[src/rtl/ssa_defines.svh]
`ifndef SSA_DEFINES_SVH
`define SSA_DEFINES_SVH

// ****************************************************************
// register offsets
// ****************************************************************
`define SSA_ADDR_W 4
`define SSA_OFS_SEC_CFG 4'h0
`define SSA_OFS_NS_ACC 4'h1
`define SSA_OFS_ITCM_ACC 4'h2
`define SSA_OFS_DTCM_ACC 4'h3
`define SSA_OFS_DBG_STAT 4'h4
`define SSA_OFS_MODE 4'h5

// ****************************************************************
// field positions
// ****************************************************************
`define SSA_CFG_WORLD 0
`define SSA_CFG_IRQ_MON 1
`define SSA_CFG_FIQ_MON 2
`define SSA_CFG_EA_MON 3
`define SSA_CFG_FIQ_LOCK 4
`define SSA_CFG_ABT_LOCK 5
`define SSA_CFG_W 6
`define SSA_NSACC_DMA 18
`define SSA_TCM_ACC_BIT 0
`define SSA_DBG_WORLD 18

// ****************************************************************
// reset values and encodings
// ****************************************************************
`define SSA_CFG_RST 6'h00
`define SSA_DMA_RST 1'h0
`define SSA_TCM_RST 1'h0
`define SSA_MASK_RST 1'h0
`define SSA_SECURE 1'h0
`define SSA_NONSECURE 1'h1
`define SSA_MODE_W 5
`define SSA_MODE_USR 5'h10
`define SSA_MODE_FIQ 5'h11
`define SSA_MODE_IRQ 5'h12
`define SSA_MODE_SVC 5'h13
`define SSA_MODE_MON 5'h16
`define SSA_MODE_ABT 5'h17
`define SSA_MODE_UND 5'h1B
`define SSA_MODE_SYS 5'h1F
`define SSA_ZERO32 32'h00000000

`endif

[src/rtl/ssa_pkg.sv]
`include "ssa_defines.svh"

package ssa_pkg;

    typedef logic [`SSA_MODE_W-1:0] ssa_mode_t;
    typedef logic [`SSA_ADDR_W-1:0] ssa_addr_t;
    typedef logic [31:0] ssa_word_t;

endpackage : ssa_pkg

[src/rtl/ssa_top.sv]
// Function
// - every security bit: zero means Secure, one means Non-secure
// - world is Secure if world-select bit is zero or mode is Monitor
// - core request security is world; dma request uses dma security bit
// - location: mmu off request; secure mmu on descriptor; else Non-secure
// - world-select bit at config bit 0 picks copies in Monitor mode
// - dma security bit held at bit 18 of non-secure access register
// - tcm access security bits held at bit 0 of each tcm register
// - reset gives Supervisor mode, Secure world, unrestricted memory access
// - config bits 1..3 route irq, fiq, aborts to Monitor mode
// - config bits 5..4 lock abort and fiq mask writes when Non-secure
// - config writes accepted only from Secure privileged modes
// - world indication visible at bit 18 of debug status register
// - software banked register access selects copy by world-select bit
// - hardware lookups select bank by request security and dma bit
// - page-table security bit ignored for Non-secure translations
// - tlb entries tagged with world that created them
// - cache lines stored with security tag
// - bus transactions carry security identifier
// - Secure memory accessed only from Secure world
// - Non-secure mmu enable copy has no effect on location security
// - walk location security is request security of missing access
// - cache hit needs stored tag equal to location security
//
// The plain strobed port and the address map were chosen for this implementation.
`include "ssa_defines.svh"

module ssa_top (
    input wire logic clk,
    input wire logic nrst,
    // register port
    input wire ssa_pkg::ssa_addr_t reg_addr,
    input wire ssa_pkg::ssa_word_t reg_wdata,
    input wire logic reg_wr,
    input wire logic reg_rd,
    output ssa_pkg::ssa_word_t reg_rdata,
    output logic reg_wr_refused,
    // mode tracking
    input wire logic mode_load,
    input wire ssa_pkg::ssa_mode_t mode_next,
    output ssa_pkg::ssa_mode_t cur_mode,
    output logic exec_world,
    output logic world_select_bit,
    // memory request attributes
    input wire logic req_is_dma,
    input wire logic req_is_walk,
    input wire logic walk_miss_security,
    input wire logic mmu_en_secure,
    input wire logic pagetable_security_bit,
    output logic request_security,
    output logic location_security,
    // banked system register selection
    output logic sw_bank_select,
    output logic hw_bank_select,
    // tlb and cache tagging
    input wire logic tlb_fill,
    output logic tlb_entry_world_id,
    output logic tlb_fill_out,
    output logic cache_line_world_tag,
    input wire logic cache_addr_match,
    input wire logic cache_stored_tag,
    output logic cache_hit,
    // external bus
    input wire logic bus_req,
    input wire logic region_is_secure,
    output logic bus_security_signal,
    output logic bus_grant,
    output logic access_denied,
    // tcm and dma security
    output logic dma_security_bit,
    output logic itcm_access_security,
    output logic dtcm_access_security,
    // exception routing
    input wire logic irq_req,
    input wire logic fiq_req,
    input wire logic precise_abort,
    input wire logic imprecise_abort,
    output logic irq_to_monitor,
    output logic fiq_to_monitor,
    output logic precise_abort_to_monitor,
    output logic imprecise_abort_to_monitor,
    // status mask write filter
    input wire logic mask_wr,
    input wire logic async_abort_mask_in,
    input wire logic fast_irq_mask_in,
    output logic async_abort_mask,
    output logic fast_irq_mask
);

    // ****************************************************************
    // state
    // ****************************************************************
    logic [`SSA_CFG_W-1:0] secure_config_reg;
    logic nonsecure_access_ctrl_reg;
    logic itcm_access_ctrl_reg;
    logic dtcm_access_ctrl_reg;
    ssa_pkg::ssa_mode_t mode_q;
    ssa_pkg::ssa_word_t next_rdata;

    function automatic logic is_privileged(input ssa_pkg::ssa_mode_t m);
        is_privileged = (m != `SSA_MODE_USR);
    endfunction : is_privileged

    function automatic logic is_monitor(input ssa_pkg::ssa_mode_t m);
        is_monitor = (m == `SSA_MODE_MON);
    endfunction : is_monitor

    function automatic logic is_secure(input logic b);
        is_secure = (b == `SSA_SECURE);
    endfunction : is_secure

    function automatic logic pick_bit(input logic sel,
        input logic when_set, input logic when_clear);
        pick_bit = sel ? when_set : when_clear;
    endfunction : pick_bit

    function automatic logic secure_lock(input logic nonsec,
        input logic lock_bit);
        secure_lock = nonsec && lock_bit;
    endfunction : secure_lock

    function automatic logic route_to_mon(input logic req,
        input logic enable);
        route_to_mon = req && enable;
    endfunction : route_to_mon

    function automatic ssa_pkg::ssa_word_t place_bit(input logic b,
        input int unsigned pos);
        place_bit = `SSA_ZERO32;
        place_bit[pos] = b;
    endfunction : place_bit

    // ****************************************************************
    // world derivation
    // ****************************************************************
    wire logic world_bit = secure_config_reg[`SSA_CFG_WORLD];
    wire logic in_monitor = is_monitor(mode_q);
    // combinational from live mode and config, no stale state
    wire logic world = (world_bit == `SSA_SECURE) || in_monitor ?
        `SSA_SECURE : `SSA_NONSECURE;
    wire logic secure_priv = (world == `SSA_SECURE) &&
        is_privileged(mode_q);

    assign cur_mode = mode_q;
    assign exec_world = world;
    assign world_select_bit = world_bit;

    // ****************************************************************
    // request and location security
    // ****************************************************************
    wire logic core_req_sec = req_is_walk ? walk_miss_security : world;
    wire logic req_sec = req_is_dma ? nonsecure_access_ctrl_reg :
        core_req_sec;
    // descriptor bit trusted only for Secure requests
    wire logic desc_used = is_secure(req_sec) ?
        pagetable_security_bit : `SSA_NONSECURE;
    // walks take request security of the missing access
    wire logic loc_sec = req_is_walk ? walk_miss_security :
        (!mmu_en_secure ? req_sec : desc_used);

    assign request_security = req_sec;
    assign location_security = loc_sec;

    // ****************************************************************
    // banked register selection
    // ****************************************************************
    assign sw_bank_select = world_bit;
    assign hw_bank_select = req_is_dma ? nonsecure_access_ctrl_reg :
        req_sec;

    // ****************************************************************
    // tlb and cache tags
    // ****************************************************************
    assign tlb_entry_world_id = req_sec;
    assign tlb_fill_out = tlb_fill;
    assign cache_line_world_tag = loc_sec;
    assign cache_hit = cache_addr_match &&
        (cache_stored_tag == loc_sec);

    // ****************************************************************
    // external bus
    // ****************************************************************
    wire logic deny = bus_req && region_is_secure &&
        world == `SSA_NONSECURE;
    assign bus_security_signal = loc_sec;
    assign bus_grant = bus_req && !deny;
    assign access_denied = deny;

    // ****************************************************************
    // tcm and dma bits
    // ****************************************************************
    assign dma_security_bit = nonsecure_access_ctrl_reg;
    assign itcm_access_security = itcm_access_ctrl_reg;
    assign dtcm_access_security = dtcm_access_ctrl_reg;

    // ****************************************************************
    // exception routing
    // ****************************************************************
    wire logic irq_route = secure_config_reg[`SSA_CFG_IRQ_MON];
    wire logic fiq_route = secure_config_reg[`SSA_CFG_FIQ_MON];
    wire logic ext_abort_route = secure_config_reg[`SSA_CFG_EA_MON];

    assign irq_to_monitor = route_to_mon(irq_req, irq_route);
    assign fiq_to_monitor = route_to_mon(fiq_req, fiq_route);
    assign precise_abort_to_monitor =
        route_to_mon(precise_abort, ext_abort_route);
    assign imprecise_abort_to_monitor =
        route_to_mon(imprecise_abort, ext_abort_route);

    // ****************************************************************
    // mask write filter
    // ****************************************************************
    wire logic ns_world = !is_secure(world);
    wire logic abt_lock_bit = secure_config_reg[`SSA_CFG_ABT_LOCK];
    wire logic fiq_lock_bit = secure_config_reg[`SSA_CFG_FIQ_LOCK];
    wire logic abt_lock = secure_lock(ns_world, abt_lock_bit);
    wire logic fiq_lock = secure_lock(ns_world, fiq_lock_bit);
    wire logic abt_mask_we = mask_wr && !abt_lock;
    wire logic fiq_mask_we = mask_wr && !fiq_lock;
    wire logic next_abt_mask =
        pick_bit(abt_mask_we, async_abort_mask_in, async_abort_mask);
    wire logic next_fiq_mask =
        pick_bit(fiq_mask_we, fast_irq_mask_in, fast_irq_mask);

    // ****************************************************************
    // register decode
    // ****************************************************************
    wire logic sel_cfg = (reg_addr == `SSA_OFS_SEC_CFG);
    wire logic sel_nsacc = (reg_addr == `SSA_OFS_NS_ACC);
    wire logic sel_itcm = (reg_addr == `SSA_OFS_ITCM_ACC);
    wire logic sel_dtcm = (reg_addr == `SSA_OFS_DTCM_ACC);
    wire logic sel_dbg = (reg_addr == `SSA_OFS_DBG_STAT);
    wire logic sel_mode = (reg_addr == `SSA_OFS_MODE);
    wire logic sel_ctrl = sel_cfg || sel_nsacc || sel_itcm || sel_dtcm;

    // ****************************************************************
    // write enables
    // ****************************************************************
    wire logic wr_ok = reg_wr && secure_priv;
    wire logic wr_bad = reg_wr && sel_ctrl && !secure_priv;
    wire logic we_cfg = wr_ok && sel_cfg;
    wire logic we_nsacc = wr_ok && sel_nsacc;
    wire logic we_itcm = wr_ok && sel_itcm;
    wire logic we_dtcm = wr_ok && sel_dtcm;

    // ****************************************************************
    // next register values
    // ****************************************************************
    wire logic [`SSA_CFG_W-1:0] next_cfg = we_cfg ?
        reg_wdata[`SSA_CFG_W-1:0] : secure_config_reg;
    wire logic next_nsacc = pick_bit(we_nsacc,
        reg_wdata[`SSA_NSACC_DMA], nonsecure_access_ctrl_reg);
    wire logic next_itcm = pick_bit(we_itcm,
        reg_wdata[`SSA_TCM_ACC_BIT], itcm_access_ctrl_reg);
    wire logic next_dtcm = pick_bit(we_dtcm,
        reg_wdata[`SSA_TCM_ACC_BIT], dtcm_access_ctrl_reg);
    wire ssa_pkg::ssa_mode_t next_mode = mode_load ? mode_next : mode_q;

    // ****************************************************************
    // read data
    // ****************************************************************
    wire ssa_pkg::ssa_word_t rd_nsacc =
        place_bit(nonsecure_access_ctrl_reg, `SSA_NSACC_DMA);
    wire ssa_pkg::ssa_word_t rd_itcm =
        place_bit(itcm_access_ctrl_reg, `SSA_TCM_ACC_BIT);
    wire ssa_pkg::ssa_word_t rd_dtcm =
        place_bit(dtcm_access_ctrl_reg, `SSA_TCM_ACC_BIT);
    wire ssa_pkg::ssa_word_t rd_dbg = place_bit(world, `SSA_DBG_WORLD);

    always_comb begin
        next_rdata = `SSA_ZERO32;
        if (sel_cfg) begin
            next_rdata[`SSA_CFG_W-1:0] = secure_config_reg;
        end else if (sel_nsacc) begin
            next_rdata = rd_nsacc;
        end else if (sel_itcm) begin
            next_rdata = rd_itcm;
        end else if (sel_dtcm) begin
            next_rdata = rd_dtcm;
        end else if (sel_dbg) begin
            next_rdata = rd_dbg;
        end else if (sel_mode) begin
            next_rdata[`SSA_MODE_W-1:0] = mode_q;
        end
    end

    wire ssa_pkg::ssa_word_t next_rd_word = reg_rd ? next_rdata :
        `SSA_ZERO32;

    // ****************************************************************
    // config and access registers
    // ****************************************************************
    always_ff @(posedge clk or negedge nrst) begin
        if (!nrst) begin
            secure_config_reg <= `SSA_CFG_RST;
        end else begin
            secure_config_reg <= next_cfg;
        end
    end

    always_ff @(posedge clk or negedge nrst) begin
        if (!nrst) begin
            nonsecure_access_ctrl_reg <= `SSA_DMA_RST;
        end else begin
            nonsecure_access_ctrl_reg <= next_nsacc;
        end
    end

    always_ff @(posedge clk or negedge nrst) begin
        if (!nrst) begin
            itcm_access_ctrl_reg <= `SSA_TCM_RST;
        end else begin
            itcm_access_ctrl_reg <= next_itcm;
        end
    end

    always_ff @(posedge clk or negedge nrst) begin
        if (!nrst) begin
            dtcm_access_ctrl_reg <= `SSA_TCM_RST;
        end else begin
            dtcm_access_ctrl_reg <= next_dtcm;
        end
    end

    // ****************************************************************
    // mode register
    // ****************************************************************
    always_ff @(posedge clk or negedge nrst) begin
        if (!nrst) begin
            mode_q <= `SSA_MODE_SVC;
        end else begin
            mode_q <= next_mode;
        end
    end

    // ****************************************************************
    // mask registers
    // ****************************************************************
    always_ff @(posedge clk or negedge nrst) begin
        if (!nrst) begin
            async_abort_mask <= `SSA_MASK_RST;
        end else begin
            async_abort_mask <= next_abt_mask;
        end
    end

    always_ff @(posedge clk or negedge nrst) begin
        if (!nrst) begin
            fast_irq_mask <= `SSA_MASK_RST;
        end else begin
            fast_irq_mask <= next_fiq_mask;
        end
    end

    // ****************************************************************
    // read port registers
    // ****************************************************************
    always_ff @(posedge clk or negedge nrst) begin
        if (!nrst) begin
            reg_rdata <= `SSA_ZERO32;
        end else begin
            reg_rdata <= next_rd_word;
        end
    end

    always_ff @(posedge clk or negedge nrst) begin
        if (!nrst) begin
            reg_wr_refused <= `SSA_MASK_RST;
        end else begin
            reg_wr_refused <= wr_bad;
        end
    end

endmodule : ssa_top

[config.mk]
export PLATFORM = sky130hd
export DESIGN_NAME = ssa_top
export DESIGN_NICKNAME = d
export VERILOG_FILES = /design/src/rtl/ssa_pkg.sv /design/src/rtl/ssa_top.sv
export VERILOG_INCLUDE_DIRS = /design/src /design/src/rtl
export SDC_FILE = /design/constraint.sdc
export NUM_CORES = 1
export LEC_CHECK = 0
export ABC_AREA = 1
export BUFFER_PORTS_ARGS = -buffer_cell sky130_fd_sc_hd__buf_2
export CORE_MARGIN = 4
export CORE_UTILIZATION = 41
export CTS_CLUSTER_DIAMETER = 80
export DETAILED_ROUTE_END_ITERATION = 12
export PLACE_DENSITY_LB_ADDON = 0.15
export SYNTH_ARGS = -nofsm -noshare
export SYNTH_HDL_FRONTEND = slang
export SYNTH_SLANG_ARGS = --single-unit
[constraint.sdc]
create_clock -name clk -period 3 [get_ports clk]
set_clock_uncertainty 0.1 [all_clocks]
set_input_delay 0 -clock clk [delete_from_list [all_inputs] [get_ports clk]]
set_output_delay 0 -clock clk [all_outputs]
set_load 0.02 [all_outputs]
==> out/metrics.cfg <==
[status]
status=finished, final reports clean

[grt]
grt_pass1_vias=1358
grt_pass1_wl_um=5900
grt_overflow=0
antenna_found_initial=0
grt_util_all_layers=0.171
grt_max_degree=25

[yosys]
synth_area_leader_cell=dfrtp_1
synth_fa_ha_area_frac=0
netlist-cell-type-count=24
postSynthRegisterBits=24
synth_simple_gate_area_frac=0.229
synth.avg_cell_area_um2=8.08
synth_seq_area_share=0.430
synth_xor_xnor_area_share=0
syn_inst=174
synth_mux_area_frac=0.0160
yosys.area.top_type_share=0.374
synth_compound_area_frac=0.0953
synth_top_family_by_area=simple AND/OR/NAND/NOR gates
synthTopCellsByArea=dfrtp_1 (37%), buf_4 (17%), nand2_1 (10%)
synthesis.area_um2=1410
ys_warn_count=0

[final_layout]
nets=346
n_antenna_cell=0
drive_gt1_frac=0.301
fin_util=0.678
final_area_um2=2140
syn2layout_area_growth_pct=52.1
largest_reg_flops=7

[place]
hpwl_um=2710
gp_congestion=0.770
place_ws_ns=1.24
port_buffers=70
placed_area_um2=1660

[clocking]
clk_pin_slew_ns=0.13
clkLatencyLatePin_ns=0.31
clockBufferDepth=2
cts-root-buf=clkbuf_4
ctsResizeCount=0
cts_tree=built
clock-sinks=24
cts_buffers=3
htreeDepth=1

[setup_path]
reg2reg_from=cur_mode[4]
cp.arrival_ns=2.87
cp.required_ns=3.16
crit_path_cell_trace=inv_1 -> nor2_2 -> nand2_1 -> nand2_2 -> o21ai_2 -> nor2_8 -> nand3_1 -> dlygate4sd3_1 -> nand2_1 -> dlygate4sd3_1
path_class=reg -> reg
cp_num_cells=10
crit_path_start_kind=flop
crit_fanout=8
r2r_slack_ns=0.30
cp_top_family=buffers and inverters
slowest_delay_ns=0.57
path_buf_inv=3
cp_slowest_cell=dlygate4sd3_1
worstReg2RegEnd=dma_security_bit
end_kind=flop
crit_end=dma_security_bit
r2r_cells=10
critPathLaunch=cur_mode[4]

[die]
coreArea_um2=3150
num_rows=20
io_pins=123
dieArea_um2=4430
start_util=0.446
die_y_um=66.5
die_w_um=66.5

[pwr]
netSwitchingPower_uw=341
total_power_uw=978
peakVddDrop_mv=0.389
swShare=0.349
p_clk_frac=0.237
p_int_uw=637
seq_power_share=0.408
pwr-share-comb=0.355
cellPowerDensity_nw_per_um2=458
cellLeakagePower_nw=1.20

[timing]
tightest_slew_ns=0.527
setup_viol=0
hold_viol=0
finalCriticalPeriod_ns=2.70
maxSlewViolCount=0
setup-tns-final_ns=0
fin_ws_ns=0.297
fmax_mhz=370
relSlewSlack=0.649
period_share=0.901
rsz0062_at_grt=no

[job]
max-cap-violations=0

[detailed_routing]
drc=0
avgRoutedWirePerCell_um=11.8
antenna_left=0
via_count=1446
vias_per_cell=4.44
routed_wl_um=3860
dr.pass1.iters=4
drt_iter0_markers=63

[min_path]
min_path_type=in -> reg

cell type report:
| cell class | count | area (µm²) |
|---|---|---|
| Clock buffer | 3 | 22.5 |
| Clock inverter | 1 | 30.0 |
| Fill cell | 270 | 1020 |
| Inverter | 22 | 82.6 |
| Multi-Input combinational cell | 120 | 572 |
| Sequential cell | 24 | 604 |
| Tap cell | 44 | 55.1 |
| Timing Repair Buffer | 112 | 771 |
placed cells by master, fill, tap and decap left out, types with 6 or more instances in the layout:
cell type	n
buf_2	70
dlygate4sd3_1	42
nand2_1	39
conb_1	25
inv_1	22
dfrtp_1	21
nor2_1	13
nand3_1	11
o21ai_0	8
a21oi_1	6
worst reg2reg max path, cell delays in order (launching register included):
cell,delay (ns)
dfstp_2,0.55
inv_1,0.08
nor2_2,0.11
nand2_1,0.12
nand2_2,0.15
o21ai_2,0.12
nor2_8,0.17
nand3_1,0.08
dlygate4sd3_1,0.57
nand2_1,0.07
dlygate4sd3_1,0.54
worst min path at each step:
| stage | slack [ns] | endpoint | cells after the start | startpoint |
|---|---|---|---|---|
| after floorplan | -0.40 | async_abort_mask | 0 | nrst |
| after global placement | -0.1 | reg_rdata[3] | 1 | nrst |
| after detailed placement | -0.1 | reg_rdata[3] | 1 | nrst |
| after CTS | 0.002 | dtcm_access_security | 6 | reg_addr[3] |
| after global routing | 0.03 | dtcm_access_security | 6 | reg_addr[3] |
| final | 0.01 | dtcm_access_security | 6 | reg_addr[3] |
power by group through the flow:
stage                     Combinational [mW]  Clock [mW]  Sequential [mW]
final                                  0.347       0.231            0.399
after global routing                   0.380       0.249            0.405
after CTS                              0.346       0.236            0.398
after detailed placement               0.294           0            0.404
after global placement                 0.291           0            0.404
after floorplan                        0.194           0            0.434
routing by layer:
metal / global-route usage / up-vias / wire (µm)
li1: - / 711 / -
met1: 0.209 / 666 / 1540
met2: 0.314 / 67 / 2010
met3: 0.0287 / 2 / 283
met4: 0.0305 / 0 / 27
met5: 0 / - / 0
kinds of logic (layout without fill, tap and decap cells):
kind of cell           after synthesis  after routing
AOI/OAI and AO/OA                   23             23
and+or+nand+nor                     70             70
buffers and inverters               54            138
other                                1             25
muxes                                2              2
DFF                                 24             24
repair_timing:
action                                 4_1_cts  5_1_grt
hold buffers                                42        0
endpoints found under the hold margin       49        0
setup buffers                                0        0
synthesized netlist by cell type (all sizes together):
cell,count
clkbuf,1
o32ai,1
dfrtp,21
nand4,1
a221oi,1
nor2,15
mux2,2
conb,1
inv,22
buf,31
dfstp,3
o21ai,12
o31ai,3
nand3,11
nor3,2
a21oi,6
nand2,41
per-stage QoR:
stage                     cells  hold WS (ns)
after floorplan             198        -0.396
after global placement      280       -0.0995
after detailed placement    280       -0.0995
after CTS                   326       0.00223
after global routing        326        0.0267
final                       326        0.0104
(Power assumes the default switching activity.)
